**src/clc_cfg.svh**
```systemverilog
`ifndef CLC_CFG_SVH
`define CLC_CFG_SVH

// Register byte offsets
`define OFFSET_CONTROL_LOW 8'h00
`define OFFSET_CONTROL_HIGH 8'h04
`define OFFSET_SOURCE_SELECT 8'h08
`define OFFSET_GATE_SELECT_LOW 8'h0c
`define OFFSET_GATE_SELECT_HIGH 8'h10

// Control low field positions
`define CELL_ENABLE_BIT 15
`define RISE_IRQ_ENABLE_BIT 11
`define FALL_IRQ_ENABLE_BIT 10
`define PIN_DRIVE_ENABLE_BIT 7
`define OUTPUT_LEVEL_STATUS_BIT 6
`define OUTPUT_INVERT_BIT 5
`define MODE_MSB 2
`define MODE_LSB 0

// Source select field width and spacing
`define SOURCE_SELECT_WIDTH 3
`define SOURCE_SELECT_STRIDE 4

// Gate enable layout: gate*8 + source*2 + 1 is true, + 0 is inverted
`define GATE_ENABLE_STRIDE 8
`define TRUE_ENABLE_SLOT 1
`define INVERTED_ENABLE_SLOT 0

// Writable bits of each register
`define MASK_CONTROL_LOW 16'h8ca7
`define MASK_CONTROL_HIGH 16'h000f
`define MASK_SOURCE_SELECT 16'h7777
`define MASK_GATE_SELECT 16'hffff

// Reset values
`define RESET_CONTROL_LOW 16'h0000
`define RESET_CONTROL_HIGH 16'h0000
`define RESET_SOURCE_SELECT 16'h0000
`define RESET_GATE_SELECT 16'h0000

// Bus answers
`define RESP_OKAY 2'h0
`define RESP_SLVERR 2'h2

`endif

```
**src/clc_pkg.sv**
```systemverilog
package clc_pkg;

  typedef enum logic [2:0] {
    mode_and_or,
    mode_or_xor,
    mode_and4,
    mode_sr_latch,
    mode_dff_set_reset,
    mode_dff_two_input,
    mode_jk_reset,
    mode_latch_set_reset
  } logic_mode_t;

  typedef struct packed {
    logic cell_enable;
    logic rise_irq_enable;
    logic fall_irq_enable;
    logic pin_drive_enable;
    logic output_invert;
    logic_mode_t mode;
    logic [3:0] gate_invert;
    logic [11:0] source_select;
    logic [31:0] gate_enables;
  } cell_config_t;

endpackage

```
**src/clc_input_gates.sv**
```systemverilog
`timescale 1ns/100ps
`include "clc_cfg.svh"

module clc_input_gates (
  // Candidate signals, eight per multiplexer
  input wire logic [31:0] source_pool,
  // Configuration
  input wire logic [15:0] source_select,
  input wire logic [31:0] gate_enables,
  input wire logic [3:0] gate_invert,
  // Gate results
  output logic [3:0] gates
);

  logic [3:0] sources;
  logic [7:0] offered;

  genvar i;
  generate
    for (i = 0; i < 4; i = i + 1) begin : g_lane
      localparam logic [1:0] lane_index = 2'(i);
      logic [2:0] sel;
      logic [7:0] lane_enables;
      assign sel = source_select[i*`SOURCE_SELECT_STRIDE +: `SOURCE_SELECT_WIDTH];
      assign sources[i] = source_pool[{lane_index, sel}];
      assign offered[2*i+`TRUE_ENABLE_SLOT] = sources[i];
      assign offered[2*i+`INVERTED_ENABLE_SLOT] = ~sources[i];
      assign lane_enables = gate_enables[i*`GATE_ENABLE_STRIDE +: `GATE_ENABLE_STRIDE];
      assign gates[i] = (|(offered & lane_enables)) ^ gate_invert[i];
    end
  endgenerate

endmodule

```
**src/clc_logic_function.sv**
```systemverilog
`timescale 1ns/100ps

module clc_logic_function (
  // Clock and reset
  input wire logic clk,
  input wire logic reset,
  // Configuration
  input wire logic cell_enable,
  input wire clc_pkg::logic_mode_t mode,
  // Gate results
  input wire logic [3:0] gates,
  // Function result
  output logic func_value
);

  logic stored;
  logic gate_one_prev;
  logic clock_rise;
  logic g1;
  logic g2;
  logic g3;
  logic g4;

  assign g1 = gates[0];
  assign g2 = gates[1];
  assign g3 = gates[2];
  assign g4 = gates[3];
  assign clock_rise = g1 & ~gate_one_prev;

  always_ff @(posedge clk or posedge reset) begin
    if (reset) begin
      gate_one_prev <= 1'b0;
    end else begin
      gate_one_prev <= cell_enable & g1;
    end
  end

  always_ff @(posedge clk or posedge reset) begin
    if (reset) begin
      stored <= 1'b0;
    end else if (!cell_enable) begin
      stored <= 1'b0;
    end else begin
      case (mode)
        clc_pkg::mode_sr_latch: begin
          if (g3 | g4) begin
            stored <= 1'b0;
          end else if (g1 | g2) begin
            stored <= 1'b1;
          end
        end
        clc_pkg::mode_dff_set_reset: begin
          if (g3) begin
            stored <= 1'b0;
          end else if (g4) begin
            stored <= 1'b1;
          end else if (clock_rise) begin
            stored <= g2;
          end
        end
        clc_pkg::mode_dff_two_input: begin
          if (g3) begin
            stored <= 1'b0;
          end else if (clock_rise) begin
            stored <= g2 & g4;
          end
        end
        clc_pkg::mode_jk_reset: begin
          if (g3) begin
            stored <= 1'b0;
          end else if (clock_rise) begin
            case ({g2, g4})
              2'h2: stored <= 1'b1;
              2'h1: stored <= 1'b0;
              2'h3: stored <= ~stored;
              default: stored <= stored;
            endcase
          end
        end
        clc_pkg::mode_latch_set_reset: begin
          if (g3) begin
            stored <= 1'b0;
          end else if (g4) begin
            stored <= 1'b1;
          end else if (g1) begin
            stored <= g2;
          end
        end
        default: stored <= 1'b0;
      endcase
    end
  end

  always_comb begin
    case (mode)
      clc_pkg::mode_and_or: func_value = (g1 & g2) | (g3 & g4);
      clc_pkg::mode_or_xor: func_value = (g1 | g2) ^ (g3 | g4);
      clc_pkg::mode_and4: func_value = g1 & g2 & g3 & g4;
      default: func_value = stored;
    endcase
  end

endmodule

```
**src/clc_cell.sv**
```systemverilog
// Operation
// - Four gates fed by four muxes drawing on 32 candidate signals.
// - Each mux picks one of its eight candidates by a 3-bit field.
// - Gates OR the enabled true and inverted copies of mux outputs.
// - Cell enable clear forces cell_out and pin_out to zero; pin_oe still follows pin drive enable.
// - Rise interrupt enable pulses interrupt on each output rising edge.
// - Fall interrupt enable pulses interrupt on each output falling edge.
// - Pin drive enable decides whether the result drives the pin.
// - Read-only status bit shows the current output level.
// - Output invert bit inverts the cell output.
// - Mode 000 AND-OR, 001 OR-XOR, 010 four-input AND.
// - Mode 011 SR latch, 100 D flip-flop with set and reset.
// - Mode 101 two-input D with reset, 110 JK, 111 latch.
// - Each gate has its own output invert bit.
// - Separate true and inverted enables per gate and source.
//
// Register access over AXI4-Lite and the placing of the registers are this design's own decisions.
`timescale 1ns/100ps
`include "clc_cfg.svh"

module clc_cell (
  // Clock and reset
  input wire logic clk,
  input wire logic reset,
  // AXI4-Lite write address
  input wire logic [7:0] s_axi_awaddr,
  input wire logic s_axi_awvalid,
  output logic s_axi_awready,
  // AXI4-Lite write data
  input wire logic [31:0] s_axi_wdata,
  input wire logic [3:0] s_axi_wstrb,
  input wire logic s_axi_wvalid,
  output logic s_axi_wready,
  // AXI4-Lite write response
  output logic [1:0] s_axi_bresp,
  output logic s_axi_bvalid,
  input wire logic s_axi_bready,
  // AXI4-Lite read address
  input wire logic [7:0] s_axi_araddr,
  input wire logic s_axi_arvalid,
  output logic s_axi_arready,
  // AXI4-Lite read data
  output logic [31:0] s_axi_rdata,
  output logic [1:0] s_axi_rresp,
  output logic s_axi_rvalid,
  input wire logic s_axi_rready,
  // Candidate signals
  input wire logic [31:0] source_pool,
  // Cell results
  output logic cell_out,
  output logic pin_out,
  output logic pin_oe,
  output logic irq_pulse
);

  logic [15:0] logic_cell_control_low;
  logic [15:0] logic_cell_control_high;
  logic [15:0] logic_cell_source_select;
  logic [15:0] logic_cell_gate_select_low;
  logic [15:0] logic_cell_gate_select_high;

  logic aw_held;
  logic [7:0] aw_addr;
  logic w_held;
  logic [31:0] w_data;
  logic [3:0] w_strb;
  logic do_write;
  logic next_aw_held;
  logic next_w_held;
  logic next_rvalid;
  logic write_mapped;
  logic [7:0] write_word;
  logic [7:0] read_word;
  logic [15:0] read_value;
  logic read_mapped;

  clc_pkg::cell_config_t cfg;
  logic [3:0] gates;
  logic func_value;
  logic next_cell;

  // Merges a 16-bit register write under byte strobes and writable mask
  function automatic logic [15:0] merge(input logic [15:0] old, input logic [31:0] data,
                                        input logic [3:0] strb, input logic [15:0] mask);
    logic [15:0] lanes;
    lanes = {{8{strb[1]}}, {8{strb[0]}}} & mask;
    merge = (old & ~lanes) | (data[15:0] & lanes);
  endfunction

  function automatic logic is_mapped(input logic [7:0] word);
    is_mapped = (word == `OFFSET_CONTROL_LOW) || (word == `OFFSET_CONTROL_HIGH) ||
                (word == `OFFSET_SOURCE_SELECT) || (word == `OFFSET_GATE_SELECT_LOW) ||
                (word == `OFFSET_GATE_SELECT_HIGH);
  endfunction

  // Write channel acceptance, address and data in either order
  assign do_write = aw_held & w_held & ~s_axi_bvalid;
  assign next_aw_held = (aw_held | (s_axi_awvalid & s_axi_awready)) & ~do_write;
  assign next_w_held = (w_held | (s_axi_wvalid & s_axi_wready)) & ~do_write;
  assign write_word = {aw_addr[7:2], 2'h0};
  assign write_mapped = is_mapped(write_word);

  always_ff @(posedge clk or posedge reset) begin
    if (reset) begin
      aw_held <= 1'b0;
      aw_addr <= 8'h00;
      s_axi_awready <= 1'b0;
    end else begin
      aw_held <= next_aw_held;
      s_axi_awready <= ~next_aw_held;
      if (s_axi_awvalid && s_axi_awready) begin
        aw_addr <= s_axi_awaddr;
      end
    end
  end

  always_ff @(posedge clk or posedge reset) begin
    if (reset) begin
      w_held <= 1'b0;
      w_data <= 32'h00000000;
      w_strb <= 4'h0;
      s_axi_wready <= 1'b0;
    end else begin
      w_held <= next_w_held;
      s_axi_wready <= ~next_w_held;
      if (s_axi_wvalid && s_axi_wready) begin
        w_data <= s_axi_wdata;
        w_strb <= s_axi_wstrb;
      end
    end
  end

  always_ff @(posedge clk or posedge reset) begin
    if (reset) begin
      s_axi_bvalid <= 1'b0;
      s_axi_bresp <= `RESP_OKAY;
    end else if (do_write) begin
      s_axi_bvalid <= 1'b1;
      s_axi_bresp <= write_mapped ? `RESP_OKAY : `RESP_SLVERR;
    end else if (s_axi_bready) begin
      s_axi_bvalid <= 1'b0;
    end
  end

  always_ff @(posedge clk or posedge reset) begin
    if (reset) begin
      logic_cell_control_low <= `RESET_CONTROL_LOW;
      logic_cell_control_high <= `RESET_CONTROL_HIGH;
      logic_cell_source_select <= `RESET_SOURCE_SELECT;
      logic_cell_gate_select_low <= `RESET_GATE_SELECT;
      logic_cell_gate_select_high <= `RESET_GATE_SELECT;
    end else if (do_write) begin
      case (write_word)
        `OFFSET_CONTROL_LOW: logic_cell_control_low <=
            merge(logic_cell_control_low, w_data, w_strb, `MASK_CONTROL_LOW);
        `OFFSET_CONTROL_HIGH: logic_cell_control_high <=
            merge(logic_cell_control_high, w_data, w_strb, `MASK_CONTROL_HIGH);
        `OFFSET_SOURCE_SELECT: logic_cell_source_select <=
            merge(logic_cell_source_select, w_data, w_strb, `MASK_SOURCE_SELECT);
        `OFFSET_GATE_SELECT_LOW: logic_cell_gate_select_low <=
            merge(logic_cell_gate_select_low, w_data, w_strb, `MASK_GATE_SELECT);
        `OFFSET_GATE_SELECT_HIGH: logic_cell_gate_select_high <=
            merge(logic_cell_gate_select_high, w_data, w_strb, `MASK_GATE_SELECT);
        default: logic_cell_control_low <= logic_cell_control_low;
      endcase
    end
  end

  // Read channel, one outstanding read
  assign next_rvalid = (s_axi_rvalid & ~s_axi_rready) | (s_axi_arvalid & s_axi_arready);
  assign read_word = {s_axi_araddr[7:2], 2'h0};
  assign read_mapped = is_mapped(read_word);

  always_comb begin
    case (read_word)
      `OFFSET_CONTROL_LOW: begin
        read_value = logic_cell_control_low;
        read_value[`OUTPUT_LEVEL_STATUS_BIT] = cell_out;
      end
      `OFFSET_CONTROL_HIGH: read_value = logic_cell_control_high;
      `OFFSET_SOURCE_SELECT: read_value = logic_cell_source_select;
      `OFFSET_GATE_SELECT_LOW: read_value = logic_cell_gate_select_low;
      `OFFSET_GATE_SELECT_HIGH: read_value = logic_cell_gate_select_high;
      default: read_value = 16'h0000;
    endcase
  end

  always_ff @(posedge clk or posedge reset) begin
    if (reset) begin
      s_axi_arready <= 1'b0;
      s_axi_rvalid <= 1'b0;
      s_axi_rdata <= 32'h00000000;
      s_axi_rresp <= `RESP_OKAY;
    end else begin
      s_axi_arready <= ~next_rvalid;
      s_axi_rvalid <= next_rvalid;
      if (s_axi_arvalid && s_axi_arready) begin
        s_axi_rdata <= {16'h0000, read_value};
        s_axi_rresp <= read_mapped ? `RESP_OKAY : `RESP_SLVERR;
      end
    end
  end

  // Configuration view of the registers
  assign cfg.cell_enable = logic_cell_control_low[`CELL_ENABLE_BIT];
  assign cfg.rise_irq_enable = logic_cell_control_low[`RISE_IRQ_ENABLE_BIT];
  assign cfg.fall_irq_enable = logic_cell_control_low[`FALL_IRQ_ENABLE_BIT];
  assign cfg.pin_drive_enable = logic_cell_control_low[`PIN_DRIVE_ENABLE_BIT];
  assign cfg.output_invert = logic_cell_control_low[`OUTPUT_INVERT_BIT];
  assign cfg.mode = clc_pkg::logic_mode_t'(logic_cell_control_low[`MODE_MSB:`MODE_LSB]);
  assign cfg.gate_invert = logic_cell_control_high[3:0];
  assign cfg.source_select = {logic_cell_source_select[14:12], logic_cell_source_select[10:8],
                              logic_cell_source_select[6:4], logic_cell_source_select[2:0]};
  assign cfg.gate_enables = {logic_cell_gate_select_high, logic_cell_gate_select_low};

  // Muxes and input gates
  clc_input_gates u_gates (
    .source_pool(source_pool),
    .source_select({1'b0, cfg.source_select[11:9], 1'b0, cfg.source_select[8:6],
                    1'b0, cfg.source_select[5:3], 1'b0, cfg.source_select[2:0]}),
    .gate_enables(cfg.gate_enables),
    .gate_invert(cfg.gate_invert),
    .gates(gates)
  );

  clc_logic_function u_function (
    .clk(clk),
    .reset(reset),
    .cell_enable(cfg.cell_enable),
    .mode(cfg.mode),
    .gates(gates),
    .func_value(func_value)
  );

  assign next_cell = cfg.cell_enable & (func_value ^ cfg.output_invert);

  always_ff @(posedge clk or posedge reset) begin
    if (reset) begin
      cell_out <= 1'b0;
    end else begin
      cell_out <= next_cell;
    end
  end

  always_ff @(posedge clk or posedge reset) begin
    if (reset) begin
      pin_out <= 1'b0;
      pin_oe <= 1'b0;
    end else begin
      pin_out <= next_cell & cfg.pin_drive_enable;
      pin_oe <= cfg.pin_drive_enable;
    end
  end

  always_ff @(posedge clk or posedge reset) begin
    if (reset) begin
      irq_pulse <= 1'b0;
    end else begin
      irq_pulse <= (cfg.rise_irq_enable & next_cell & ~cell_out) |
                   (cfg.fall_irq_enable & ~next_cell & cell_out);
    end
  end

endmodule

```
**config.mk**
```make
export PLATFORM = sky130hd
export DESIGN_NAME = clc_cell
export DESIGN_NICKNAME = d
export VERILOG_FILES = /design/src/clc_pkg.sv /design/src/clc_input_gates.sv /design/src/clc_logic_function.sv /design/src/clc_cell.sv
export VERILOG_INCLUDE_DIRS = /design/src
export SDC_FILE = /design/constraint.sdc
export NUM_CORES = 1
export LEC_CHECK = 0
export BUFFER_PORTS_ARGS = -buffer_cell sky130_fd_sc_hd__buf_2
export CAP_MARGIN = 20
export CORE_MARGIN = 2
export CORE_UTILIZATION = 45
export CTS_CLUSTER_SIZE = 12
export DETAILED_ROUTE_END_ITERATION = 8
export PLACE_DENSITY = 0.73
export SYNTH_ARGS = -nofsm -noshare
export SYNTH_HDL_FRONTEND = slang
export SYNTH_SLANG_ARGS = --single-unit
```
**constraint.sdc**
```tcl
create_clock -name clk -period 10.95 [get_ports clk]
set_clock_uncertainty 0.1 [all_clocks]
set_input_delay 1.6425 -clock clk [delete_from_list [all_inputs] [get_ports clk]]
set_output_delay 1.6425 -clock clk [all_outputs]
set_load 0.02 [all_outputs]
```
==> results of run 1 <==
## area by class of cell
type,count,share of cell area (%)
sequential,111,45.3
timing repair buffer,98,8.12
clock inverter,6,0.857
multi-input combinational,288,38.4
clock buffer,10,3.73
tap,143,2.92
inverter,11,0.714
## final timing paths
| check | end | startpoint |
|---|---|---|
| setup / recovery | u_function.stored | source_pool[21] |
| hold / removal | s_axi_rdata[7] | s_axi_rdata[7] |
| setup reg to reg | u_function.stored | flip-flop |
| hold reg to reg | s_axi_rdata[7] | s_axi_rdata[7] |
| max in group asynchronous | s_axi_rdata[0] | reset |
| min in group asynchronous | s_axi_bvalid | reset |
## routing by layer
metal | global-route usage [%] | vias to the layer above | share of wire [%] | routed length (µm)
met3 | 3.94 | 27 | 7.3 | 870
met2 | 29.1 | 185 | 44 | 5200
met4 | 6.42 | 0 | 2.0 | 241
met1 | 28.8 | 1837 | 47 | 5560
met5 | 0 | - | 0 | 0
li1 | - | 1728 | - | -
## metrics by stage
step                area (µm²)  util [%]
floorplan                 5380         -
global placement          5840      51.0
detailed placement        5850      51.0
CTS                       6130      53.5
global route              6130      53.5
finish                    6130      53.5
## where the power goes
part | switching, mW | leakage [nW] | internal [mW]
Sequential | 0.136 | 1.46 | 0.527
Clock | 0.156 | 0.132 | 0.158
Combinational | 0.231 | 1.34 | 0.230
Total | 0.523 | 2.93 | 0.915
## layout by cell type (no fill, tap or decap), types with 3 or more instances in the layout
master | netlist | layout
inv_1 | 10 | 9
a22oi_1 | 6 | 6
conb_1 | 1 | 18
a222oi_1 | 9 | 9
nand4_1 | 7 | 7
mux2_2 | 80 | 80
a21oi_1 | 9 | 9
and3_1 | 3 | 3
nor2_1 | 15 | 15
xnor2_2 | 3 | 3
a21o_1 | 3 | 3
nor4_1 | 4 | 3
nand2_1 | 27 | 27
buf_4 | 22 | 3
mux4_2 | 4 | 4
buf_2 | 0 | 95
clkbuf_16 | 0 | 9
o21ai_0 | 24 | 24
a31oi_1 | 3 | 3
a221oi_1 | 4 | 4
and2_1 | 5 | 5
dfrtp_1 | 111 | 111
mux2i_1 | 37 | 37
## worst register-to-register path, stage by stage, from the launching register on
cell and delay [ns]:
dfrtp_1 0.55, mux2i_1 0.12, mux4_2 0.59, mux2i_1 0.20
nand4_1 0.21, xnor2_2 0.43, ha_1 0.33, or2_2 0.28
o211ai_1 0.10, a21oi_1 0.09, o22ai_1 0.24, mux2i_1 0.25
nor3_1 0.08
## kinds of logic (layout without fill, tap and decap cells)
family                     Yosys count  count (layout)  share of synthesized area [%]
AOI/OAI and AO/OA                   70              70                           8.90
xor gates and xnor gates             5               5                           1.25
buffers and inverters               47             125                           4.88
DFF                                111             111                           52.3
muxes                              122             122                           25.9
and+or+nand+nor                     72              72                           6.48
other                                1              18                         0.0706
adders and majority gates            1               1                          0.236
==> results.sh, run 1 <==
export IMPL_run_status="complete, no violations"
export IMPL_cts_root_buffer="clkbuf_16"
export IMPL_drv_slew=0
export IMPL_finalHoldViolCount=0
export IMPL_powerDensity_nw_per_um2=234
export IMPL_timing_setup_critical_path_class="input port to flip-flop"
export IMPL_reg2reg_setup_slack_ns=7.26
export IMPL_layout_drive_gt1_share_pct=39.3
export IMPL_nFillCells=973
export IMPL_antennaDiodeCount=0
export IMPL_gp_congestion=0.881
export IMPL_synth_seq_area_share_pct=52.3
export IMPL_numPlacedInstances=651
export IMPL_detail_route_drc_violations=0
export IMPL_fp_dieH_um=113
export IMPL_floorplan_die_width_um=113
export IMPL_cts_max_level=3
export IMPL_number_of_nets_still_failing_antenna_checks_after_routing=0
export IMPL_residual_overflow_from_global_routing=0
export IMPL_critPathRequiredTime_ns=11.08
export IMPL_number_of_unique_standard_cell_types_used_by_synthesis=44
export IMPL_synth_largest_area_cell="dfrtp_1"
export IMPL_route_final_wire_length_um=11900
export IMPL_synth_cell_area_um2=5310
export IMPL_via_per_inst=5.66
export IMPL_cts_tree="yes"
export IMPL_wl_per_cell_um=17.8
export IMPL_ys_warn_count=0
export IMPL_number_of_design_rule_violations_left_by_the_first_detailed_router_iteration=284
export IMPL_io_buffers=95
export IMPL_number_of_standard_cell_rows_in_the_floorplan=39
export IMPL_number_of_setup_buffers_added_after_cts=0
export IMPL_min_delay_path_class="flip-flop to flip-flop"
export IMPL_maximum_number_of_pins_on_one_net_before_global_route_repair=69
export IMPL_vdd_drop_max_mv=0.135
export IMPL_fmax_ghz=0.224
export IMPL_synth_ff_type="dfrtp_1"
export IMPL_clk_transition_reported_paths_ns=0.07
export IMPL_holdWs_ns=0.373
export IMPL_syn2layout_area_growth_pct=15.5
export IMPL_dr_pass1_iters=7
export IMPL_vias=3777
export IMPL_worst_path_depth=13
export IMPL_ctsLongestPathBuffers=2
export IMPL_synth_top_cells_by_count="dfrtp_1 (111), mux2_2 (80), mux2i_1 (37)"
export IMPL_slew_headroom_pct=35.2
export IMPL_dp_hpwl_um=8930
export IMPL_setup_tns_final_ns=0
export IMPL_multi_input_combinational_cell_area_um2=2350
export IMPL_crit_start_category="input port"
export IMPL_crit_fanout=9
export IMPL_tcrit_tclk_final_pct=40.7
export IMPL_crit_path_slowest_cell="mux4_2"
export IMPL_antenna_violations_before_repair=0
export IMPL_dieArea_um2=12700
export IMPL_timing_critical_path_slowest_cell_delay_ns=0.59
export IMPL_top_count_cell_post_synth="dfrtp_1"
export IMPL_crit_path_cell_trace="buf_2, mux2i_1, mux4_2, mux2i_1, nand4_1, xnor2_2, ha_1, or2_2, o211ai_1, a21oi_1, o22ai_1, mux2i_1, nor3_1"
export IMPL_timing_worst_slew_pin_value_ns=0.965
export IMPL_cts_resized=0
export IMPL_p_total_mw=1.44
export IMPL_worst_path_dominant_cell_family="multiplexers"
export IMPL_finish_cell_count_without_fillers=667
export IMPL_grt_usage_pct=19.5
export IMPL_worst_setup_path_end_kind="flip-flop"
export IMPL_synth_ff_latch_count=111
export IMPL_clock_sinks=111
export IMPL_hold_buffers=0
export IMPL_timing_critical_path_buf_inv=1
export IMPL_io_pin_count=136
export IMPL_ys_top_cells_by_area="dfrtp_1 (52%), mux2_2 (17%), mux2i_1 (7.0%), buf_4 (3.1%), o21ai_0 (2.3%)"
export IMPL_grt_setup_unrepaired="false"
export IMPL_critical_path_arrival_ns=4.59
export IMPL_clock_latency_at_the_later_pin_of_the_worst_skew_pair_ns=0.35
export IMPL_detailedPlace_worstSlack_ns=6.17
export IMPL_max_cap_violations=0
export IMPL_whs_path_depth=2
export IMPL_timing_critical_path_mode_cell="mux2i_1"
export IMPL_register_area_um2=2780
export IMPL_reg2reg_depth=12
export IMPL_synthesized_netlist_cell_count=429
export IMPL_postSynth_asyncResetShare_pct=100
export IMPL_final_nets=611
export IMPL_first_pass_grt_wire_length_um=19400
export IMPL_synth_top_cell_area_share_pct=52.3
export IMPL_synth_edf_count=0
export IMPL_leakage_nw=2.93
export IMPL_layout_setup_ws_ns=6.49
export IMPL_syn_mean_instance_area_um2=12.4
export IMPL_floorplan_initialDensity_pct=46.3
export IMPL_finalSetupViolCount=0
export IMPL_number_of_buffers_added_by_the_clock_tree_synthesis_step=9
export IMPL_first_global_vias=3749
export IMPL_placeableCoreArea_um2=11500
export IMPL_min_period_ns=4.46
(Power assumes the default switching activity.)
==> inputs of run 2 (changes only) <==
clock period = 4.2 ns   (was 10.95 ns; I/O delays follow)
==> results.sh, run 2 (same netlist as run 1, synthesis figures left out) <==
export IMPL_clock_sinks=111
export IMPL_worst_setup_path_end_kind="flip-flop"
export IMPL_timing_setup_critical_path_class="flip-flop to flip-flop"
export IMPL_number_of_buffers_added_by_the_clock_tree_synthesis_step=9
export IMPL_clk_transition_reported_paths_ns=0.07
export IMPL_hold_buffers=0
export IMPL_reg2reg_depth=12
export IMPL_floorplan_die_width_um=113
export IMPL_final_nets=613
export IMPL_leakage_nw=2.96
export IMPL_final_common_cell="dfrtp_1"
export IMPL_crit_start_category="flip-flop"
export IMPL_crit_path_slowest_cell="mux4_2"
export IMPL_ctsLongestPathBuffers=2
export IMPL_antennaDiodeCount=0
export IMPL_nFillCells=989
export IMPL_crit_fanout=9
export IMPL_min_delay_path_class="flip-flop to flip-flop"
export IMPL_p_total_mw=3.83
export IMPL_min_period_ns=3.64
export IMPL_detail_route_drc_violations=0
export IMPL_setup_tns_final_ns=0
export IMPL_whs_path_depth=0
export IMPL_fp_dieH_um=113
export IMPL_timing_worst_slew_pin_value_ns=0.943
export IMPL_drv_slew=0
export IMPL_fmax_ghz=0.275
export IMPL_io_pin_count=136
export IMPL_dp_hpwl_um=9060
export IMPL_grt_setup_unrepaired="false"
export IMPL_first_pass_grt_wire_length_um=19900
export IMPL_number_of_standard_cell_rows_in_the_floorplan=39
export IMPL_clock_latency_at_the_later_pin_of_the_worst_skew_pair_ns=0.34
export IMPL_critical_path_arrival_ns=3.75
export IMPL_run_status="complete, no violations"
export IMPL_placeableCoreArea_um2=11500
export IMPL_number_of_setup_buffers_added_after_cts=0
export IMPL_holdWs_ns=0.355
export IMPL_dpl_instance_area_um2=5860
export IMPL_max_cap_violations=0
export IMPL_route_final_wire_length_um=12100
export IMPL_powerDensity_nw_per_um2=620
export IMPL_number_of_design_rule_violations_left_by_the_first_detailed_router_iteration=308
export IMPL_cts_resized=0
export IMPL_cts_tree="yes"
export IMPL_gp_congestion=0.857
export IMPL_layout_drive_gt1_share_pct=39.5
export IMPL_antenna_violations_before_repair=0
export IMPL_timing_critical_path_slowest_cell_delay_ns=0.59
export IMPL_dr_pass1_iters=5
export IMPL_vias=3787
export IMPL_final_cell_area_um2=6180
export IMPL_first_global_vias=3815
export IMPL_floorplan_initialDensity_pct=46.3
export IMPL_vdd_drop_max_mv=0.363
export IMPL_syn2layout_area_growth_pct=16.4
export IMPL_tcrit_tclk_final_pct=86.7
export IMPL_wl_per_cell_um=18.0
export IMPL_timing_critical_path_mode_cell="mux2i_1"
export IMPL_io_buffers=95
export IMPL_commonest_non_fill_non_tap_cells_in_the_layout="dfrtp_1 (111), buf_2 (95), mux2_2 (80), mux2i_1 (37), nand2_1 (27)"
export IMPL_via_per_inst=5.66
export IMPL_finalHoldViolCount=0
export IMPL_slew_headroom_pct=37.2
export IMPL_cts_max_level=3
export IMPL_critPathRequiredTime_ns=4.31
export IMPL_maximum_number_of_pins_on_one_net_before_global_route_repair=79
export IMPL_dieArea_um2=12700
export IMPL_grt_usage_pct=19.8
export IMPL_residual_overflow_from_global_routing=0
export IMPL_finish_cell_count_without_fillers=669
export IMPL_crit_path_cell_trace="mux2i_1, mux4_2, mux2i_1, nand4_1, xnor2_2, ha_1, or2_2, o211ai_1, a21oi_1, o22ai_1, mux2i_1, nor3_1"
export IMPL_numPlacedInstances=653
export IMPL_finalSetupViolCount=0
export IMPL_cts_root_buffer="clkbuf_16"
export IMPL_number_of_nets_still_failing_antenna_checks_after_routing=0
-- run 2: changes by cell type in the layout (fill, tap and decap cells not counted) --
cell        delta
buf_4          +2
bufinv_16      +2
inv_6          -2
clkbuf_8       +1
clkinv_2       +1
clkinvlp_4     -1
inv_8          -1
nor4_2         +1
nor4_4         -1
-- run 2: area by class of cell --
type | count | area, µm² | area share (%)
Sequential cell | 111 | 2780 | 44.9
Multi-Input combinational cell | 288 | 2340 | 37.9
Timing Repair Buffer | 100 | 513 | 8.30
Clock buffer | 11 | 243 | 3.93
Tap cell | 143 | 179 | 2.89
Clock inverter | 5 | 81.3 | 1.32
Inverter | 11 | 43.8 | 0.708
-- run 2: per-layer routing --
layer,part of all wire [%],global-route usage (%)
met1,46,28.8
met2,45,30.0
met3,7.4,3.78
met4,1.8,6.99
met5,0,0
-- run 2: path summary, 6_finish.rpt --
kind                                         endpoint  slack [ns]
max in group asynchronous  asynchronous set/reset pin        2.80
hold / removal                                 pin_oe        0.36
setup reg to reg                    u_function.stored        0.56
min in group asynchronous                s_axi_bvalid        0.40
hold reg to reg                                pin_oe        0.36
setup / recovery                    u_function.stored        0.56
-- run 2: metrics by stage --
step / util (%) / worst slack (ns)
floorplan: - / 0.539
global placement: 51.1 / 0.587
detailed placement: 51.1 / 0.422
CTS: 53.9 / 0.574
global route: 53.9 / 0.271
finish: 53.9 / 0.559
-- run 2: worst max-delay path, delay by kind of cell (launching register included) --
kind / cells / cell delay [ns]
compound gates: 3 / 0.40
xor+xnor: 1 / 0.40
fa+ha+maj: 1 / 0.32
mux: 4 / 1.23
simple gates: 3 / 0.58
flops: 1 / 0.47
-- run 2: report_power, final --
group | internal [mW] | total (mW) | switching [mW]
combinational | 0.600 | 1.20 | 0.598
sequential | 1.37 | 1.73 | 0.356
clock | 0.539 | 0.904 | 0.365
total | 2.51 | 3.83 | 1.32
==> inputs of run 3 (changes only) <==
PLACE_DENSITY = 0.72   (was 0.73)
REMOVE_ABC_BUFFERS = 1   (was default)
SYNTH_HIERARCHICAL = 1   (was default)
==> results.sh, run 3 <==
export IMPL_run_status="complete, no violations"
export IMPL_finish_cell_count_without_fillers=686
export IMPL_synth_top_cell_area_share_pct=50.4
export IMPL_leakage_nw=3.05
export IMPL_final_util_pct=52.7
export IMPL_register_area_um2=2780
export IMPL_grt_usage_pct=19.7
export IMPL_number_of_nets_still_failing_antenna_checks_after_routing=0
export IMPL_antenna_violations_before_repair=0
export IMPL_met3_wirelength_um=633
export IMPL_ys_top_cells_by_area="dfrtp_1 (50%), mux2_2 (15%), mux2i_1 (6.9%), buf_4 (2.7%), nand2_1 (1.7%)"
export IMPL_min_period_ns=3.89
export IMPL_synthesized_netlist_cell_count=449
export IMPL_layout_drive_gt1_share_pct=37.7
export IMPL_fp_dieH_um=115
export IMPL_worst_setup_path_end_kind="flip-flop"
export IMPL_synthSimpleGateAreaFrac_pct=9.77
export IMPL_synth_top_cells_by_count="dfrtp_1 (111), mux2_2 (74), mux2i_1 (38)"
export IMPL_detailedPlace_worstSlack_ns=0.253
export IMPL_nFillCells=1012
export IMPL_synth_ff_type="dfrtp_1"
export IMPL_commonest_non_fill_non_tap_cells_in_the_layout="dfrtp_1 (111), buf_2 (95), mux2_2 (74), mux2i_1 (38), nand2_1 (25)"
export IMPL_synth_ff_latch_count=111
export IMPL_detail_route_drc_violations=0
export IMPL_finalHoldViolCount=0
export IMPL_first_pass_grt_wire_length_um=19800
export IMPL_clock_latency_at_the_later_pin_of_the_worst_skew_pair_ns=0.35
export IMPL_cts_max_level=3
export IMPL_via_per_inst=5.50
export IMPL_top_signal_layer_used="met4"
export IMPL_detail_route_wirelength_met1_um=5410
export IMPL_muxShareOfSynthArea_pct=25.5
export IMPL_number_of_setup_buffers_added_after_cts=0
export IMPL_number_of_buffers_added_by_the_clock_tree_synthesis_step=9
export IMPL_min_delay_path_class="input port to asynchronous set/reset pin"
export IMPL_reg2reg_setup_slack_ns=0.31
export IMPL_placeableCoreArea_um2=12000
export IMPL_finalSetupViolCount=0
export IMPL_synth_area_in_compound_gates_pct=8.20
export IMPL_synth_largest_area_cell="dfrtp_1"
export IMPL_synth_cell_area_um2=5510
export IMPL_synth_edf_count=0
export IMPL_numPlacedInstances=670
export IMPL_final_nets=627
export IMPL_top_count_cell_post_synth="dfrtp_1"
export IMPL_number_of_unique_standard_cell_types_used_by_synthesis=55
export IMPL_reg2reg_to="irq_pulse"
export IMPL_multi_input_combinational_cell_area_um2=2520
export IMPL_cts_resized=0
export IMPL_clk_transition_reported_paths_ns=0.07
export IMPL_number_of_standard_cell_rows_in_the_floorplan=40
export IMPL_route_final_wire_length_um=12000
export IMPL_timing_worst_slew_pin_value_ns=1.00
export IMPL_xor_and_xnor_fraction_of_the_mapped_netlist_area_pct=0.795
export IMPL_dr_pass1_iters=4
export IMPL_io_pin_count=136
export IMPL_layout_setup_ws_ns=0.315
export IMPL_slew_headroom_pct=33.1
export IMPL_floorplan_initialDensity_pct=46.0
export IMPL_ctsLongestPathBuffers=2
export IMPL_crit_start_category="flip-flop"
export IMPL_final_common_cell="dfrtp_1"
export IMPL_synth_seq_area_share_pct=50.4
export IMPL_residual_overflow_from_global_routing=0
export IMPL_combinational_family_with_the_most_area_after_synthesis="multiplexers"
export IMPL_wl_met2_um=5680
export IMPL_crit_fanout=10
export IMPL_vdd_drop_max_mv=0.254
export IMPL_floorplan_die_width_um=115
export IMPL_fmax_ghz=0.257
export IMPL_ys_warn_count=6
export IMPL_syn_mean_instance_area_um2=12.3
export IMPL_maximum_number_of_pins_on_one_net_before_global_route_repair=86
export IMPL_timing_setup_critical_path_class="flip-flop to flip-flop"
export IMPL_grt_setup_unrepaired="false"
export IMPL_dp_hpwl_um=8930
export IMPL_critical_path_arrival_ns=4.01
export IMPL_drv_slew=0
export IMPL_syn2layout_area_growth_pct=14.6
export IMPL_clock_sinks=111
export IMPL_reg2reg_depth=14
export IMPL_number_of_design_rule_violations_left_by_the_first_detailed_router_iteration=163
export IMPL_gp_congestion=0.884
export IMPL_antennaDiodeCount=0
export IMPL_first_global_vias=3823
export IMPL_vias=3772
export IMPL_io_buffers=95
export IMPL_cts_tree="yes"
export IMPL_tcrit_tclk_final_pct=92.5
export IMPL_cts_root_buffer="clkbuf_16"
export IMPL_powerDensity_nw_per_um2=648
export IMPL_wl_per_cell_um=17.4
export IMPL_dieArea_um2=13100
export IMPL_postSynth_asyncResetShare_pct=100
export IMPL_setup_tns_final_ns=0
export IMPL_hold_buffers=0
export IMPL_critPathRequiredTime_ns=4.33
export IMPL_synthAdderAreaFrac_pct=0.227
export IMPL_max_cap_violations=0
## run 3: worst max-delay path by stage
stage / startpoint / to / cells after the start
finish: flip-flop / irq_pulse / 14
detailed placement: source_pool[13] / irq_pulse / 15
CTS: flip-flop / irq_pulse / 14
global route: flip-flop / irq_pulse / 14
floorplan: reset / asynchronous set/reset pin / 1
global placement: source_pool[7] / irq_pulse / 15
## run 3: critical path: stages, from the launching register on
cell	delay, ns
dfrtp_1	0.50
mux2i_1	0.16
mux4_2	0.60
mux2i_1	0.20
nand4_1	0.18
xor2_1	0.60
nor2_1	0.09
ha_1	0.31
nor2_1	0.10
a21oi_1	0.09
o32a_1	0.37
xor2_1	0.17
nand2_1	0.10
nand3_1	0.10
o21ai_0	0.09
## run 3: layout make-up
cell class                 count  area share [%]
inverter                       9           0.575
timing repair buffer          98            8.21
tap                          147            2.92
clock inverter                 4           0.496
clock buffer                  11            3.85
multi-input combinational    306            39.9
sequential                   111            44.0
## run 3: power breakdown
| part | total (mW) | leakage, nW | internal [mW] | switching [mW] |
|---|---|---|---|---|
| sequential | 1.86 | 1.46 | 1.43 | 0.426 |
| combinational | 1.44 | 1.46 | 0.720 | 0.718 |
| clock | 0.795 | 0.130 | 0.419 | 0.377 |
| total | 4.09 | 3.05 | 2.57 | 1.52 |
## run 3: cells by family (layout without fill, tap and decap cells)
kind of cell / Yosys count / count (layout)
compound gates: 67 / 67
buf+inv: 49 / 122
fa+ha+maj: 1 / 1
flops: 111 / 111
xor+xnor: 5 / 5
mux: 123 / 123
other cells: 1 / 18
simple gates: 92 / 92
## run 3: metal layers
metal  vias to the layer above  global-route usage [%]
met5                         -                       0
met1                      1856                    26.9
li1                       1779                       -
met3                        19                    3.97
met4                         0                    7.32
met2                       118                    31.2
## run 3: stage by stage
step	instance area, µm²	total power [mW]	hold WS (ns)
2_1_floorplan	5330	2.85	0.271
6_report	6310	4.09	0.0462
5_1_grt	6310	4.39	0.0460
3_5_place_dp	6010	3.30	0.322
3_3_place_gp	6010	3.21	0.320
4_1_cts	6280	4.12	0.0396
